===== src/logic/irq_bank_pkg.sv =====
// irq_bank_pkg: register map, field layouts and reset values of the
// interrupt flag and enable bank.
// assumes: 32-bit apb data, each 16-bit register in the low half of a word.
package irq_bank_pkg;

    // ************************************************************
    // register byte offsets
    // ************************************************************
    localparam logic [7:0] OFS_FLAG5      = 8'h00;
    localparam logic [7:0] OFS_ENABLE0    = 8'h04;
    localparam logic [7:0] OFS_ENABLE1    = 8'h08;
    localparam logic [7:0] OFS_ENABLE2    = 8'h0C;
    localparam logic [7:0] OFS_IRQ_STATUS = 8'h10;
    localparam logic [7:0] OFS_IRQ_MASK   = 8'h14;
    localparam logic [7:0] OFS_REQUEST5   = 8'h18;

    // ************************************************************
    // implemented bits and reset values
    // ************************************************************
    localparam logic [15:0] IMPL_FLAG5   = 16'h3FBE;
    localparam logic [15:0] IMPL_ENABLE0 = 16'h3FEF;
    localparam logic [15:0] IMPL_ENABLE1 = 16'hFEDF;
    localparam logic [15:0] IMPL_ENABLE2 = 16'h3FE3;
    localparam logic [15:0] RESET_REG16  = 16'h0000;

    // ************************************************************
    // bank event status bits
    // ************************************************************
    localparam int          STATUS_W     = 2;
    localparam int          EVT_FLAG_SET = 0;
    localparam int          EVT_BUS_ERR  = 1;
    localparam logic [1:0]  RESET_STATUS = 2'h0;

    // ************************************************************
    // field layouts, bit 15 first
    // ************************************************************
    typedef struct packed {
        logic [1:0] unused_15_14;
        logic capture9_pending;    logic compare9_pending;
        logic spi3_event_pending;  logic spi3_fault_pending;
        logic uart4_tx_pending;    logic uart4_rx_pending;
        logic uart4_err_pending;   logic unused_6;
        logic i2c3_master_pending; logic i2c3_slave_pending;
        logic uart3_tx_pending;    logic uart3_rx_pending;
        logic uart3_err_pending;   logic unused_0;
    } flag5_t;

    typedef struct packed {
        logic [1:0] unused_15_14;
        logic adc_done_allow;  logic uart1_tx_allow;   logic uart1_rx_allow;
        logic spi1_done_allow; logic spi1_fault_allow; logic timer3_allow;
        logic timer2_allow;    logic compare2_allow;   logic capture2_allow;
        logic unused_4;        logic timer1_allow;     logic compare1_allow;
        logic capture1_allow;  logic ext_pin0_allow;
    } enable0_t;

    typedef struct packed {
        logic uart2_tx_allow;  logic uart2_rx_allow;   logic ext_pin2_allow;
        logic timer5_allow;    logic timer4_allow;     logic compare4_allow;
        logic compare3_allow;  logic unused_8;         logic capture8_allow;
        logic capture7_allow;  logic unused_5;         logic ext_pin1_allow;
        logic pin_change_allow; logic comparator_allow;
        logic i2c1_master_allow; logic i2c1_slave_allow;
    } enable1_t;

    typedef struct packed {
        logic [1:0] unused_15_14;
        logic parallel_port_allow;
        logic compare8_allow;  logic compare7_allow;
        logic compare6_allow;  logic compare5_allow;
        logic capture6_allow;  logic capture5_allow;
        logic capture4_allow;  logic capture3_allow;
        logic [2:0] unused_4_2;
        logic spi2_event_allow; logic spi2_fault_allow;
    } enable2_t;

endpackage : irq_bank_pkg


===== src/logic/interrupt_flag_enable_bank.sv =====
// interrupt_flag_enable_bank: fifth pending flag register, first three
// enable registers, request gating and a small event/interrupt block.
// assumes: apb master on clk, peripheral set strobes synchronous to clk,
// flag registers 0..2 and enable register 5 live outside and arrive as inputs.
//
// How it works
// RULE1: flag5 bit 13 holds capture 9 pending, bit 12 compare 9 pending.
// RULE2: flag5 bit 11 holds spi3 event pending, bit 10 spi3 fault pending.
// RULE3: flag5 bits 9, 8, 7 hold uart4 transmit, receive, error pending.
// RULE4: flag5 bit 5 i2c3 master, bit 4 i2c3 slave; bit 6 absent.
// RULE5: flag5 bits 3, 2, 1 hold uart3 transmit, receive, error; bit 0 absent.
// RULE6: a flag reads one after its source requested; software reads/writes; resets zero.
// RULE7: absent bit positions read zero and ignore writes.
// RULE8: enable one lets the source request through, zero blocks; writable, resets zero.
// RULE9: enable0 bits 13..8: adc, uart1 tx/rx, spi1 done/fault, timer3.
// RULE10: enable0 bits 7..5 timer2, compare2, capture2; 3..0 timer1, compare1, capture1, pin0.
// RULE11: enable1 bits 15..9 uart2 tx/rx, pin2, timer5, timer4, compare4, compare3.
// RULE12: enable1 bits 7,6 capture8/7; 4 pin1; 3 change; 2 comparator; 1,0 i2c1.
// RULE13: software enabling an external pin must also route it to a remappable pin.
// RULE14: enable2 bit 13 parallel port, 12..9 compare8..5, 8..5 capture6..3, 1..0 spi2.
// RULE15: a request reaches priority logic only while its flag and enable are both one; the gate is registered, so a request lags them by one cycle.
//
// The register addresses and the APB slave port were decided locally.
`timescale 1ns/10ps
`default_nettype none

module interrupt_flag_enable_bank
    import irq_bank_pkg::*;
#(
    parameter int ADDR_W = 8
) (
    // clock and reset
    input  wire logic              clk,
    input  wire logic              rst_n,
    // apb slave
    input  wire logic              psel,
    input  wire logic              penable,
    input  wire logic              pwrite,
    input  wire logic [ADDR_W-1:0] paddr,
    input  wire logic [31:0]       pwdata,
    input  wire logic [3:0]        pstrb,
    output logic      [31:0]       prdata,
    output logic                   pready,
    output logic                   pslverr,
    // peripheral set strobes for the fifth flag register
    input  wire flag5_t            flag5_set,
    // enables of the fifth register's sources, held elsewhere
    input  wire flag5_t            flag5_allow,
    // pending flags of the enabled sources, held elsewhere
    input  wire enable0_t          pending0,
    input  wire enable1_t          pending1,
    input  wire enable2_t          pending2,
    // register contents toward the interrupt core
    output flag5_t                 flag5,
    output enable0_t               allow0,
    output enable1_t               allow1,
    output enable2_t               allow2,
    // gated requests toward the priority logic
    output flag5_t                 request5,
    output enable0_t               request0,
    output enable1_t               request1,
    output enable2_t               request2,
    // bank interrupt
    output logic                   irq
);

    // ************************************************************
    // bus decode
    // ************************************************************
    logic                answer;
    logic                done;
    logic [15:0]         lane_mask;
    logic [15:0]         wr_data;
    logic                sel_flag5;
    logic                sel_en0;
    logic                sel_en1;
    logic                sel_en2;
    logic                sel_status;
    logic                sel_mask;
    logic                sel_req5;
    logic                hit;
    logic [31:0]         rd_mux;
    logic [STATUS_W-1:0] status;
    logic [STATUS_W-1:0] mask;
    logic [STATUS_W-1:0] events;
    logic [STATUS_W-1:0] next_status;
    flag5_t              next_flag5;

    // access phase waiting for its answer, and the completing edge
    assign answer = psel & penable & ~pready;
    assign done   = psel & penable & pready;

    // byte lanes 0 and 1 carry the 16-bit registers
    assign lane_mask = {{8{pstrb[1]}}, {8{pstrb[0]}}};
    assign wr_data   = pwdata[15:0] & lane_mask;

    // register select from the word address
    always_comb begin
        sel_flag5  = 1'b0;
        sel_en0    = 1'b0;
        sel_en1    = 1'b0;
        sel_en2    = 1'b0;
        sel_status = 1'b0;
        sel_mask   = 1'b0;
        sel_req5   = 1'b0;
        unique case ({paddr[7:2], 2'b00})
            OFS_FLAG5:      sel_flag5  = 1'b1;
            OFS_ENABLE0:    sel_en0    = 1'b1;
            OFS_ENABLE1:    sel_en1    = 1'b1;
            OFS_ENABLE2:    sel_en2    = 1'b1;
            OFS_IRQ_STATUS: sel_status = 1'b1;
            OFS_IRQ_MASK:   sel_mask   = 1'b1;
            OFS_REQUEST5:   sel_req5   = 1'b1;
            default: ;
        endcase
    end

    // unaligned or out-of-window addresses miss
    assign hit = (paddr[1:0] == 2'b00) && (ADDR_W == 8 || paddr[ADDR_W-1:0] < ADDR_W'(256))
               && (sel_flag5 | sel_en0 | sel_en1 | sel_en2 | sel_status | sel_mask | sel_req5);

    // read data, absent bits forced to zero
    always_comb begin
        rd_mux = 32'h0000_0000;
        if (sel_flag5) begin
            rd_mux[15:0] = flag5 & IMPL_FLAG5;     // RULE7
        end else if (sel_en0) begin
            rd_mux[15:0] = allow0 & IMPL_ENABLE0;  // RULE7
        end else if (sel_en1) begin
            rd_mux[15:0] = allow1 & IMPL_ENABLE1;  // RULE7
        end else if (sel_en2) begin
            rd_mux[15:0] = allow2 & IMPL_ENABLE2;  // RULE7
        end else if (sel_status) begin
            rd_mux[STATUS_W-1:0] = status;
        end else if (sel_mask) begin
            rd_mux[STATUS_W-1:0] = mask;
        end else if (sel_req5) begin
            rd_mux[15:0] = request5;
        end
    end

    // ************************************************************
    // apb answer: one wait state, all outputs registered
    // ************************************************************
    always_ff @(posedge clk or negedge rst_n) begin
        if (!rst_n) begin
            pready  <= 1'b0;
            pslverr <= 1'b0;
            prdata  <= 32'h0000_0000;
        end else begin
            pready  <= answer;
            pslverr <= answer & ~hit;
            if (answer && !pwrite && hit) begin
                prdata <= rd_mux;
            end else if (answer) begin
                prdata <= 32'h0000_0000;
            end
        end
    end

    // ************************************************************
    // fifth flag register
    // ************************************************************
    // software write first, then peripheral sets win over a clearing write
    always_comb begin
        next_flag5 = flag5;
        if (done && pwrite && hit && sel_flag5) begin
            next_flag5 = (flag5 & ~lane_mask) | wr_data;           // RULE6
        end
        next_flag5 = next_flag5 | flag5_set;                       // RULE6
        next_flag5 = next_flag5 & IMPL_FLAG5;                      // RULE7
    end

    // named set strobes land on their documented positions
    always_ff @(posedge clk or negedge rst_n) begin
        if (!rst_n) begin
            flag5 <= RESET_REG16;                                  // RULE6
        end else begin
            flag5 <= next_flag5;
            flag5.capture9_pending    <= next_flag5.capture9_pending;    // RULE1
            flag5.compare9_pending    <= next_flag5.compare9_pending;    // RULE1
            flag5.spi3_event_pending  <= next_flag5.spi3_event_pending;  // RULE2
            flag5.spi3_fault_pending  <= next_flag5.spi3_fault_pending;  // RULE2
            flag5.uart4_tx_pending    <= next_flag5.uart4_tx_pending;    // RULE3
            flag5.uart4_rx_pending    <= next_flag5.uart4_rx_pending;    // RULE3
            flag5.uart4_err_pending   <= next_flag5.uart4_err_pending;   // RULE3
            flag5.i2c3_master_pending <= next_flag5.i2c3_master_pending; // RULE4
            flag5.i2c3_slave_pending  <= next_flag5.i2c3_slave_pending;  // RULE4
            flag5.uart3_tx_pending    <= next_flag5.uart3_tx_pending;    // RULE5
            flag5.uart3_rx_pending    <= next_flag5.uart3_rx_pending;    // RULE5
            flag5.uart3_err_pending   <= next_flag5.uart3_err_pending;   // RULE5
        end
    end

    // ************************************************************
    // enable registers
    // ************************************************************
    // software-owned, byte-lane writes, absent bits held at zero
    always_ff @(posedge clk or negedge rst_n) begin
        if (!rst_n) begin
            allow0 <= RESET_REG16;                                 // RULE8
            allow1 <= RESET_REG16;                                 // RULE8
            allow2 <= RESET_REG16;                                 // RULE8
        end else if (done && pwrite && hit) begin
            if (sel_en0) begin
                allow0 <= ((allow0 & ~lane_mask) | wr_data) & IMPL_ENABLE0; // RULE9 RULE10
            end
            if (sel_en1) begin
                allow1 <= ((allow1 & ~lane_mask) | wr_data) & IMPL_ENABLE1; // RULE11 RULE12
            end
            if (sel_en2) begin
                allow2 <= ((allow2 & ~lane_mask) | wr_data) & IMPL_ENABLE2; // RULE14
            end
        end
    end

    // ************************************************************
    // gated requests toward the priority logic
    // ************************************************************
    // external pin enables are passed as they are; pin routing is software's job
    always_ff @(posedge clk or negedge rst_n) begin
        if (!rst_n) begin
            request5 <= RESET_REG16;
            request0 <= RESET_REG16;
            request1 <= RESET_REG16;
            request2 <= RESET_REG16;
        end else begin
            request5 <= flag5 & flag5_allow & IMPL_FLAG5;          // RULE15
            request0 <= pending0 & allow0;                         // RULE15 RULE8 RULE13
            request1 <= pending1 & allow1;                         // RULE15 RULE8 RULE13
            request2 <= pending2 & allow2;                         // RULE15 RULE8
        end
    end

    // ************************************************************
    // bank events, mask and interrupt
    // ************************************************************
    assign events[EVT_FLAG_SET] = |(flag5_set & IMPL_FLAG5 & ~flag5);
    assign events[EVT_BUS_ERR]  = done & ~hit;

    // read clears only the bits returned; a new event wins over the clear
    always_comb begin
        next_status = status;
        if (done && !pwrite && hit && sel_status) begin
            next_status = status & ~prdata[STATUS_W-1:0];
        end
        next_status = next_status | events;
    end

    // status, mask and level interrupt
    always_ff @(posedge clk or negedge rst_n) begin
        if (!rst_n) begin
            status <= RESET_STATUS;
            mask   <= RESET_STATUS;
            irq    <= 1'b0;
        end else begin
            status <= next_status;
            if (done && pwrite && hit && sel_mask && pstrb[0]) begin
                mask <= pwdata[STATUS_W-1:0];
            end
            irq <= |(next_status & mask);
        end
    end

endmodule : interrupt_flag_enable_bank

`default_nettype wire


===== config.mk =====
export PLATFORM = sky130hd
export DESIGN_NAME = interrupt_flag_enable_bank
export DESIGN_NICKNAME = d
export VERILOG_FILES = /design/src/logic/irq_bank_pkg.sv /design/src/logic/interrupt_flag_enable_bank.sv
export SDC_FILE = /design/constraint.sdc
export NUM_CORES = 1
export LEC_CHECK = 0
export BUFFER_PORTS_ARGS = -buffer_cell sky130_fd_sc_hd__buf_2
export CAP_MARGIN = 20
export CORE_ASPECT_RATIO = 0.8
export CORE_MARGIN = 4
export CORE_UTILIZATION = 45
export DETAILED_ROUTE_END_ITERATION = 6
export PLACE_DENSITY = 0.92
export SYNTH_ARGS = -nofsm -noshare
export SYNTH_HDL_FRONTEND = slang
export SYNTH_SLANG_ARGS = --single-unit

===== constraint.sdc =====
create_clock -name clk -period 2 [get_ports clk]
set_input_delay 0.1 -clock clk [delete_from_list [all_inputs] [get_ports clk]]
set_output_delay 0.1 -clock clk [all_outputs]
set_load 0.005 [all_outputs]

Yosys cells after proc, flatten, opt, wreduce, memory -nomap -nowiden
Cells that the tools add are included.
- flip-flop bits (word level): 149
- logic and storage cells: 192
- output and inout port bits: 163
- input port bits: 129
- equal/unequal tests: 6
- muxes and demuxes: 20
- bitwise operators: 34
- reductions and logical operators: 20
- operators by type and width (operator ; count):
    $mux 16 ; 4
    $mux 32 ; 2
    $and 14x14->14 ; 4
    $or 14x14->14 ; 4
    $and 16x16->16 ; 3
    $mux 14 ; 3
    $and 16x14->16 ; 2
    $eq 6x3->1 const B ; 3
    $and 14x16->16 ; 1
    $not 14->16 ; 1
    $not 16->16 ; 1
    $or 16x16->16 ; 1
    $reduce_or 16->1 ; 1
    $eq 6x2->1 const B ; 2
    $mux 12 ; 1
    $logic_and 1x1->1 ; 11
    $mux 1 ; 7
    $eq 6x1->1 const B ; 1
    $logic_not 6->1 ; 1
    $mux 2 ; 3
    $or 1x1->1 ; 6
    $reduce_and 2->1 ; 3
    $and 1x1->1 ; 5
    $and 2x2->2 ; 2
    7 further kinds ; 8

Logic depth before layout (Yosys ltp)
Gate-level depths: netlist of the first run.
- word-level depth: 15
- depth in mapped cells: 7
- depth with buffers taken out: 4

Worst setup path before layout of the first run
No wires, ideal clock.
- path type: input to register
- start point: input paddr[7]
- end point: register (tool-made name)
- arrival time: 1.527 ns
- required time: 1.875 ns
- setup slack: 0.348 ns
- library setup time: 0.125 ns
- stages: 5
- cells stage by stage: or3_1 nor4_2 and4_1 buf_2 mux2_2
- RTL lines (what ; line ; source):
    start, declared ; interrupt_flag_enable_bank.sv:39 ; input wire logic [ADDR_W-1:0] paddr,

==> impl_results.md, run 1 <==
* Outcome: completed
* Critical path depth at 4
* Layout Skew at 0.00958 ns
* Worst Reg2Reg Path Length in Cells at 4
* Post-synth EDFFs at 0
* Fmax at 538 MHz
* TritonRoute pass-1 iters at 5
* Unrepaired setup endpoints after global routing: false
* Clock transition at path regs at 0.06 ns
* CP startpoint: pready
* Worst Slack Setup Final at 0.140 ns
* Hold_ws at 0.0149 ns
* Hold crit path type: in2reg
* Postcts setup bufs at 0
* Hold path start: pwdata[7]
* Post-Syn Area at 5590 um2
* Crit-path max FO at 6
* Bufs and invs on worst path at 0
* CTS tree: built
* Fillers at 878
* Worst flop-to-flop path startpoint: pready
* CP Data Required Time at 2.29 ns
* Core box area at 12200 um2
* DP HPWL at 12.6 mm
* Max-slew violations at 0
* Vias at 4975
* # setup viols final at 0
* Most common cell after layout, fill and taps aside: buf_2
* Async set or reset register ratio after synthesis at 100%
* Die Wd at 133 um
* Avg Inst Size Synth at 11.4 um2
* Grt ovf at 0
* Max-Cap Viols at 0
* I/O Buffers at 211
* Clock Sink Count at 123
* Placed instance count at 852
* Global placer's final weighted congestion at 0.853
* Pre-CTS setup slack at -0.0513 ns
* Seq cells post-synth at 123
* Unique masters post-synth at 50
* Min cycle time layout at 1.86 ns
* Final Core Density at 67.5%
* Crit-path cells: nand4_1 > nor4_4 > and4_2 > mux2_2
* Global-route wire length before repair at 28.2 mm
* DRT antenna net count at 0
* Non-Filler Instances at 961
* Worst path arrival time at 2.15 ns
* P_leak at 4.29 nW
* Inserted Clock Buffers at 17
* Layout cells sized above 1 at 39.9%
* Rel. slew slack at 63.2%
* Via/cell ratio at 5.18
* H-tree depth at 4
* Insertion delay to the later sink of the worst-skew pair at 0.41 ns
* CP delay by family, top: simple AND/OR/NAND/NOR gates
* IO Count at 292
* Yosys warns at 0
* FF-to-FF setup slack at 0.14 ns
* Area Growth Syn to Fin at 47.0%
* Slowest stage cell on the critical path: dfrtp_1
* Die area at 14300 um2
* Hold depth at 2
* Synth area leaders: dfrtp_1, mux2_2, buf_4, and2_1, mux2i_1
* CTS Buffer Depth at 2
* Peak VDD IR at 0.000945 V
* Synth Flop Type: dfrtp_1
* Initial antenna violation count at 2
* Nets at 924
* Crit path largest cell delay at 0.44 ns
* DRC viols at 0
* Most frequent cells in the layout: buf_2, dfrtp_1, dlygate4sd3_1
* FP Rows at 36
* Slew of the pin with the lowest slew margin at 0.537 ns
* Seq/Total Area, Yosys at 55.1%
* Critical path class: reg2reg
* Area leader, netlist: dfrtp_1
* Final wirelength at 17.9 mm
* Final critical-path share of the clock period at 93.0%
* DRT iter0 DRCs at 344
* Pin count of the biggest net entering global routing at 91
* Cell count after synthesis at 488
* Setup crit start kind: flip-flop
* Vias in the first global route at 5098
* WL/cell at 18.7 um
* Final Hold Violating Endpoints at 0
* PwrDens at 762 nW/um2
* Initial Utilization at 45.9%
* Root Buffer: clkbuf_16
* Tot GR Track Use at 25.7%
* Top cell type's share of synthesized area at 55.1%
* Die height at 108 um
* Critical Path End Type: flip-flop
## worst reg2reg max path, cell delays in order (launching register included)
cell,delay (ns)
dfrtp_1,0.44
nand4_1,0.22
nor4_4,0.29
and4_2,0.41
mux2_2,0.37
## synth_stat cells (all sizes together) (4+ instances only)
master,instances
buf,58
or2,6
clkbuf,8
or3,5
and3,7
nor3,6
a221o,5
inv,11
mux2i,17
mux2,40
and2,50
a21oi,8
nand3,5
o21ai,10
a2111oi,4
nand4,5
a32oi,4
o31ai,6
a31oi,4
dfrtp,123
nor2,36
nand2b,13
nand2,21
## worst max path at each step
stage	end	slack (ns)
after floorplan	flip-flop	0.35
after global placement	flip-flop	0.02
after detailed placement	flip-flop	-0.05
after CTS	flip-flop	0.06
after global routing	flip-flop	0.04
final	flip-flop	0.14
## final cells by class
cell class	instances	area, um2	area share [%]
antenna	1	2.50	0.0305
clock inverter	14	196	2.39
tap	152	190	2.32
multi-input combinational	331	2210	26.9
clock buffer	18	439	5.35
inverter	11	41.3	0.503
timing repair buffer	311	2050	25.0
sequential	123	3080	37.5
## where the power goes
group / internal [mW] / total (mW) / switching [mW]
sequential: 2.51 / 2.52 / 0.0143
clock: 2.12 / 3.26 / 1.14
combinational: 0.233 / 0.478 / 0.245
total: 4.86 / 6.26 / 1.40
## metrics by stage
step           area, um2  TNS (ns)  power, mW
2_1_floorplan       5750         0       2.75
3_3_place_gp        6800         0       2.91
3_5_place_dp        6800    -0.308       2.92
4_1_cts             8200         0       6.29
5_1_grt             8210         0       6.46
6_report            8210         0       6.26
## per-layer routing
layer / wire, um / track usage (%) / vias up
met1: 7480 / 33.8 / 2445
met5: 13 / 0 / -
met4: 355 / 7.72 / 2
met2: 8460 / 41.4 / 259
met3: 1630 / 7.71 / 34
li1: - / - / 2235
## kinds of logic (layout without fill, tap and decap cells)
family | count (synthesis) | count (layout) | synth area share [%]
mux | 57 | 57 | 11.1
other cells | 1 | 45 | 0.0671
simple gates | 166 | 166 | 16.5
buf+inv | 77 | 354 | 8.49
flops | 123 | 123 | 55.1
compound gates | 64 | 64 | 8.78
## what timing repair did
action / 4_1_cts / 5_1_grt
hold buffers: 76 / 0
endpoints found under the hold margin: 129 / 0
endpoints found under the setup margin: 0 / 37
resized for setup: 0 / 2
Note: power is estimated with default switching activity, not from simulation.
==> run 2, diff against run 1 <==
- SETUP_SLACK_MARGIN: unset -> 0.5
==> run 2 against run 1 <==
Total power is 5.1% lower. First-iteration DRC count is 13% lower. Final cell count is 0.52% higher. Critical path depth is 1 higher. Non-clock buffer count is 7 higher. Routed wire length is 5.4% higher. Combinational power is 8.6% higher. Utilization is 3.0 points higher. Register-to-register slack better by 0.14 ns.
==> impl_results.md, run 2 (synthesized netlist as in run 1, its figures left out) <==
* Vias at 5057 (+1.6%)
* Initial Utilization at 45.9% (unchanged)
* Die Wd at 133 um (unchanged)
* Worst path arrival time at 2.01 ns (-0.14 ns)
* Unrepaired setup endpoints after global routing: true
* ANT cells at 0 (-1)
* Core box area at 12200 um2 (unchanged)
* Final Hold Violating Endpoints at 0 (unchanged)
* Max-slew violations at 0 (unchanged)
* Critical Path End Type: flip-flop
* CP Data Required Time at 2.29 ns (about the same)
* Max-Cap Viols at 0 (unchanged)
* TritonRoute pass-1 iters at 5 (unchanged)
* DRT antenna net count at 0 (unchanged)
* Grt ovf at 0 (unchanged)
* Initial antenna violation count at 1 (-1)
* Most common cell after layout, fill and taps aside: buf_2
* Clock transition at path regs at 0.05 ns (about the same)
* Bufs and invs on worst path at 1 (+1)
* Area Growth Syn to Fin at 53.6%
* Via/cell ratio at 5.23 (+1.1%)
* GR met3 Demand/Resource at 6.12% (-1.6 points)
* Crit-path cells: nand4_1 > nor4_4 > and4_4 > buf_6 > mux2_4
* Peak VDD IR at 0.000651 V (-31%)
* Layout cells sized above 1 at 43.1% (+3.3 points)
* Placed instance count at 853 (+0.12%)
* H-tree depth at 4 (unchanged)
* IO Count at 292 (unchanged)
* Tot GR Track Use at 26.1% (+0.41 points)
* Fmax at 582 MHz (+8.2%)
* Global placer's final weighted congestion at 0.855 (+0.23%)
* DRT iter0 DRCs at 299 (-13%)
* Global-route wire length before repair at 28.2 mm (about the same)
* Grt peak-use layer: met2
* CTS Buffer Depth at 2 (unchanged)
* DP HPWL at 12.8 mm (+1.6%)
* Nets at 931 (+0.76%)
* Hold crit path type: in2reg
* Layout Skew at 0.00306 ns (-0.00652 ns)
* P_leak at 4.42 nW (+2.9%)
* Non-Filler Instances at 966 (+0.52%)
* Min cycle time layout at 1.72 ns (-0.140 ns)
* Post-route setup TNS at 0 ns (unchanged)
* Pre-CTS setup slack at 0.0934 ns (+0.145 ns)
* # setup viols final at 0 (unchanged)
* Fillers at 884 (+0.68%)
* Hold_ws at 0.00270 ns (-0.0122 ns)
* FP Rows at 36 (unchanged)
* WL/cell at 19.6 um (+4.9%)
* Outcome: completed
* Die area at 14300 um2 (unchanged)
* Insertion delay to the later sink of the worst-skew pair at 0.41 ns (about the same)
* Critical path class: reg2reg
* Pin count of the biggest net entering global routing at 59 (-35%)
* I/O Buffers at 211 (unchanged)
* Setup crit start kind: flip-flop
* DRC viols at 0 (unchanged)
* Final wirelength at 18.9 mm (+5.4%)
* Most frequent cells in the layout: buf_2, dfrtp_1, dlygate4sd3_1
* Vias in the first global route at 5111 (+0.26%)
* Die height at 108 um (unchanged)
* Root Buffer: clkbuf_16
* Global routing usage on met1 at 33.6% (-0.19 points)
* Inserted Clock Buffers at 17 (unchanged)
* Final critical-path share of the clock period at 86.0% (-7.0 points)
* CP delay by family, top: simple AND/OR/NAND/NOR gates
* Crit path largest cell delay at 0.37 ns (-0.07 ns)
* CTS tree: built
* Slowest stage cell on the critical path: dfrtp_2
* Met2 usage at 42.8% (+1.3 points)
* Slew of the pin with the lowest slew margin at 0.540 ns (+0.00292 ns)
* Crit-path max FO at 6 (unchanged)
* PwrDens at 693 nW/um2 (-9.2%)
* Rel. slew slack at 64.0% (+0.73 points)
* Clock Sink Count at 123 (unchanged)
* Worst Slack Setup Final at 0.280 ns (+0.140 ns)
run 2: cell count changes in the layout (fill, tap and decap cells not counted), moves of 4 or more:
cell and delta:
mux2_2 -31, mux2_4 +31, buf_6 +6, clkinvlp_4 -4, nor3_1 -4, o31ai_1 -4
run 2: layout make-up:
type | instances | area, um2 | share of cell area (%)
Tap cell | 152 | 190 | 2.22
Clock inverter | 7 | 65.1 | 0.758
Multi-Input combinational cell | 331 | 2560 | 29.8
Inverter | 11 | 41.3 | 0.481
Clock buffer | 24 | 492 | 5.73
Sequential cell | 123 | 3080 | 35.9
Timing Repair Buffer | 318 | 2150 | 25.1
run 2: metrics by stage:
step / power, mW / area [um2] / util (%)
finish: 5.94 / 8580 / 70.6
floorplan: 2.75 / 5910 / -
CTS: 5.93 / 8360 / 68.7
global placement: 2.92 / 6960 / 57.2
detailed placement: 2.93 / 6960 / 57.2
global route: 6.14 / 8580 / 70.6
run 2: routing by layer:
layer  vias to the layer above  routed length (um)  part of all wire [%]
li1                       2246                   -                     -
met1                      2512                7790                    41
met2                       254                9190                    49
met3                        43                1410                   7.5
met4                         2                 500                   2.6
met5                         -                  11                 0.058
run 2: tightest hold or removal path, stage by stage:
cell and delay [ns]:
buf_2 0.10, nor2_1 0.05, mux2i_1 0.11
run 2: final timing paths:
check,startpoint,end,slack (ns),depth (start not counted)
hold / removal,flag5_set[10],flag5[10],0.003,3
max in group asynchronous,rst_n,pready,1.13,3
hold reg to reg,prdata[3],prdata[3],0.49,2
min in group asynchronous,rst_n,request0[0],0.23,2
setup reg to reg,pready,flip-flop,0.28,5
setup / recovery,pready,flip-flop,0.28,5
run 2: where the power goes:
group	internal [mW]	total (mW)	switching, mW
Combinational	0.248	0.519	0.271
Sequential	2.51	2.52	0.0128
Clock	1.82	2.90	1.08
run 2: timing repair:
action                                 CTS  global route
setup endpoints to repair               65            67
hold buffers                            76             0
pin swaps                                1            15
endpoints found under the hold margin  153             0
setup buffers                            2             4
resized for setup                       13            41
==> run 3, diff against run 2 <==
- CELL_PAD_IN_SITES_DETAIL_PLACEMENT: unset -> 0
- CELL_PAD_IN_SITES_GLOBAL_PLACEMENT: unset -> 2
- CORE_UTILIZATION: 45 -> 27
- PLACE_DENSITY: 0.92 -> 0.93
==> run 3 against run 2 <==
Largest cell class unchanged. Combinational power rose by 2%. Sequential power about the same. Final cell count increased by 13%. Global-route usage down 9.2 points. Critical path type unchanged. Utilization down 26 points. Clock skew up 0.0052 ns. Clock-buffer cell count is 3 lower.
==> impl_results.md, run 3 (synthesized netlist as in run 1, its figures left out) <==
* Outcome: completed
* Layout cells sized above 1 at 44.3% (+1.2 points)
* CTS tree: built
* Die height at 137 um (+27%)
* Crit-path max FO at 4 (-2)
* Critical path class: reg2reg
* Rel. slew slack at 52.7% (-11 points)
* Slew of the pin with the lowest slew margin at 0.707 ns (+0.166 ns)
* Pre-CTS setup slack at 0.0755 ns (-0.0179 ns)
* Final critical-path share of the clock period at 85.8% (-0.18 points)
* Die area at 23100 um2 (+62%)
* Unrepaired setup endpoints after global routing: true
* Via/cell ratio at 4.47 (-15%)
* Bufs and invs on worst path at 2 (+1)
* Final wirelength at 19.8 mm (+4.5%)
* Insertion delay to the later sink of the worst-skew pair at 0.42 ns (about the same)
* H-tree depth at 4 (unchanged)
* Nets at 944 (+1.4%)
* PwrDens at 681 nW/um2 (-1.6%)
* I/O Buffers at 211 (unchanged)
* CTS Buffer Depth at 2 (unchanged)
* Vias in the first global route at 5072 (-0.76%)
* Cell area after placement at 7120 um2 (+2.2%)
* Die Wd at 169 um (+27%)
* CP delay by family, top: simple AND/OR/NAND/NOR gates
* DRT antenna net count at 0 (unchanged)
* Inserted Clock Buffers at 17 (unchanged)
* Initial antenna violation count at 3 (+2)
* Tot GR Track Use at 16.9% (-9.2 points)
* Most common cell after layout, fill and taps aside: buf_2
* Worst Slack Setup Final at 0.284 ns (+0.00352 ns)
* Crit path largest cell delay at 0.36 ns (about the same)
* Non-Filler Instances at 1093 (+13%)
* WL/cell at 18.1 um (-7.7%)
* Peak VDD IR at 0.000495 V (-24%)
* Overall power at 6.08 mW (+2.2%)
* CP Data Required Time at 2.29 ns (about the same)
* Critical Path End Type: flip-flop
* Final Instance Area at 8920 um2 (+3.9%)
* IO Count at 292 (unchanged)
* Fmax at 583 MHz (+0.21%)
* DRC viols at 0 (unchanged)
* P_leak at 4.49 nW (+1.6%)
* Global placer's final weighted congestion at 0.861 (+0.76%)
* Global-route wire length before repair at 29.5 mm (+4.6%)
* Initial Utilization at 27.8% (-18 points)
* Root Buffer: clkbuf_16
* DP HPWL at 14.5 mm (+13%)
* Area Growth Syn to Fin at 59.6%
* Clock transition at path regs at 0.06 ns (about the same)
* Vias at 4884 (-3.4%)
* Setup crit start kind: flip-flop
* DRT iter0 DRCs at 379 (+27%)
* Post-route setup TNS at 0 ns (unchanged)
* Clock Sink Count at 123 (unchanged)
* Placed instance count at 967 (+13%)
* Pin count of the biggest net entering global routing at 58 (-1.7%)
* Slowest stage cell on the critical path: dfrtp_1
* Max-Cap Viols at 0 (unchanged)
* Core box area at 20100 um2 (+65%)
* Min cycle time layout at 1.72 ns (-0.00352 ns)
* Final Hold Violating Endpoints at 0 (unchanged)
* Crit-path cells: nand4_1 > nor4_4 > buf_4 > and4_4 > buf_6 > mux2_4
* TritonRoute pass-1 iters at 4 (-1)
* FP Rows at 46 (+28%)
* Worst path arrival time at 2.01 ns (about the same)
* # setup viols final at 0 (unchanged)
* Grt ovf at 0 (unchanged)
* Layout Skew at 0.00829 ns (+0.00523 ns)
* Max-slew violations at 0 (unchanged)
* Hold crit path type: in2reg
* Most frequent cells in the layout: buf_2, dfrtp_1, dlygate4sd3_1
-- run 3: cell types whose count changed in the layout (fill, tap and decap cells not counted), moves of 2 or more --
cell | before | now
mux2_2 | 9 | 1
mux2_4 | 31 | 39
buf_4 | 19 | 24
dlygate4sd3_1 | 76 | 80
buf_6 | 7 | 10
clkbuf_8 | 4 | 1
clkinvlp_4 | 2 | 5
and3_1 | 4 | 2
and3_4 | 3 | 5
o31ai_2 | 1 | 3
-- run 3: worst paths after layout --
path,startpoint,endpoint,slack (ns),depth (start not counted)
max in group asynchronous,rst_n,request1[12],1.10,3
hold reg to reg,prdata[14],prdata[14],0.49,1
min in group asynchronous,rst_n,request1[0],0.23,2
setup reg to reg,pready,flip-flop,0.28,6
hold / removal,pstrb[0],flag5[5],0.14,3
setup / recovery,pready,flip-flop,0.28,6
-- run 3: metrics by stage --
step | utilization [%] | hold slack [ns]
2_1_floorplan | - | -0.196
3_3_place_gp | 35.4 | 0.116
3_5_place_dp | 35.4 | 0.119
4_1_cts | 43.7 | 0.0985
5_1_grt | 44.4 | 0.136
6_report | 44.4 | 0.139
-- run 3: worst register-to-register path, stage by stage, from the launching register on --
cell and delay [ns]:
dfrtp_1 0.36, nand4_1 0.21, nor4_4 0.21, buf_4 0.17, and4_4 0.22, buf_6 0.13
mux2_4 0.30
-- run 3: report_power, final --
part           leakage (nW)  switching [mW]  internal [mW]  total [mW]
registers              1.62          0.0130           2.51        2.52
logic                  2.61           0.271          0.261       0.531
clock network         0.265            1.16           1.86        3.02
-- run 3: what timing repair did --
action                                  in CTS  in global routing
gates resized for setup                     49                 23
pin swaps                                   14                  8
endpoints found under the hold margin      156                  0
hold buffers                                80                  0
setup buffers                               11                  2
endpoints found under the setup margin      68                 69
-- run 3: cell type report --
type	count	area, um2
inverters	11	41.3
flip-flops and latches	123	3080
clock inverters	11	121
clock buffers	21	450
repair buffers	331	2280
multi-input cells	331	2610
well taps	264	330
diodes	1	2.50
fillers	1936	11200
-- run 3: layer usage --
metal	wire (um)	vias to the layer above	global-route usage, %
met4	67	4	3.02
met1	8820	2418	23.1
met5	15	-	0
met3	1480	9	5.46
met2	9370	174	26.8
li1	-	2279	-
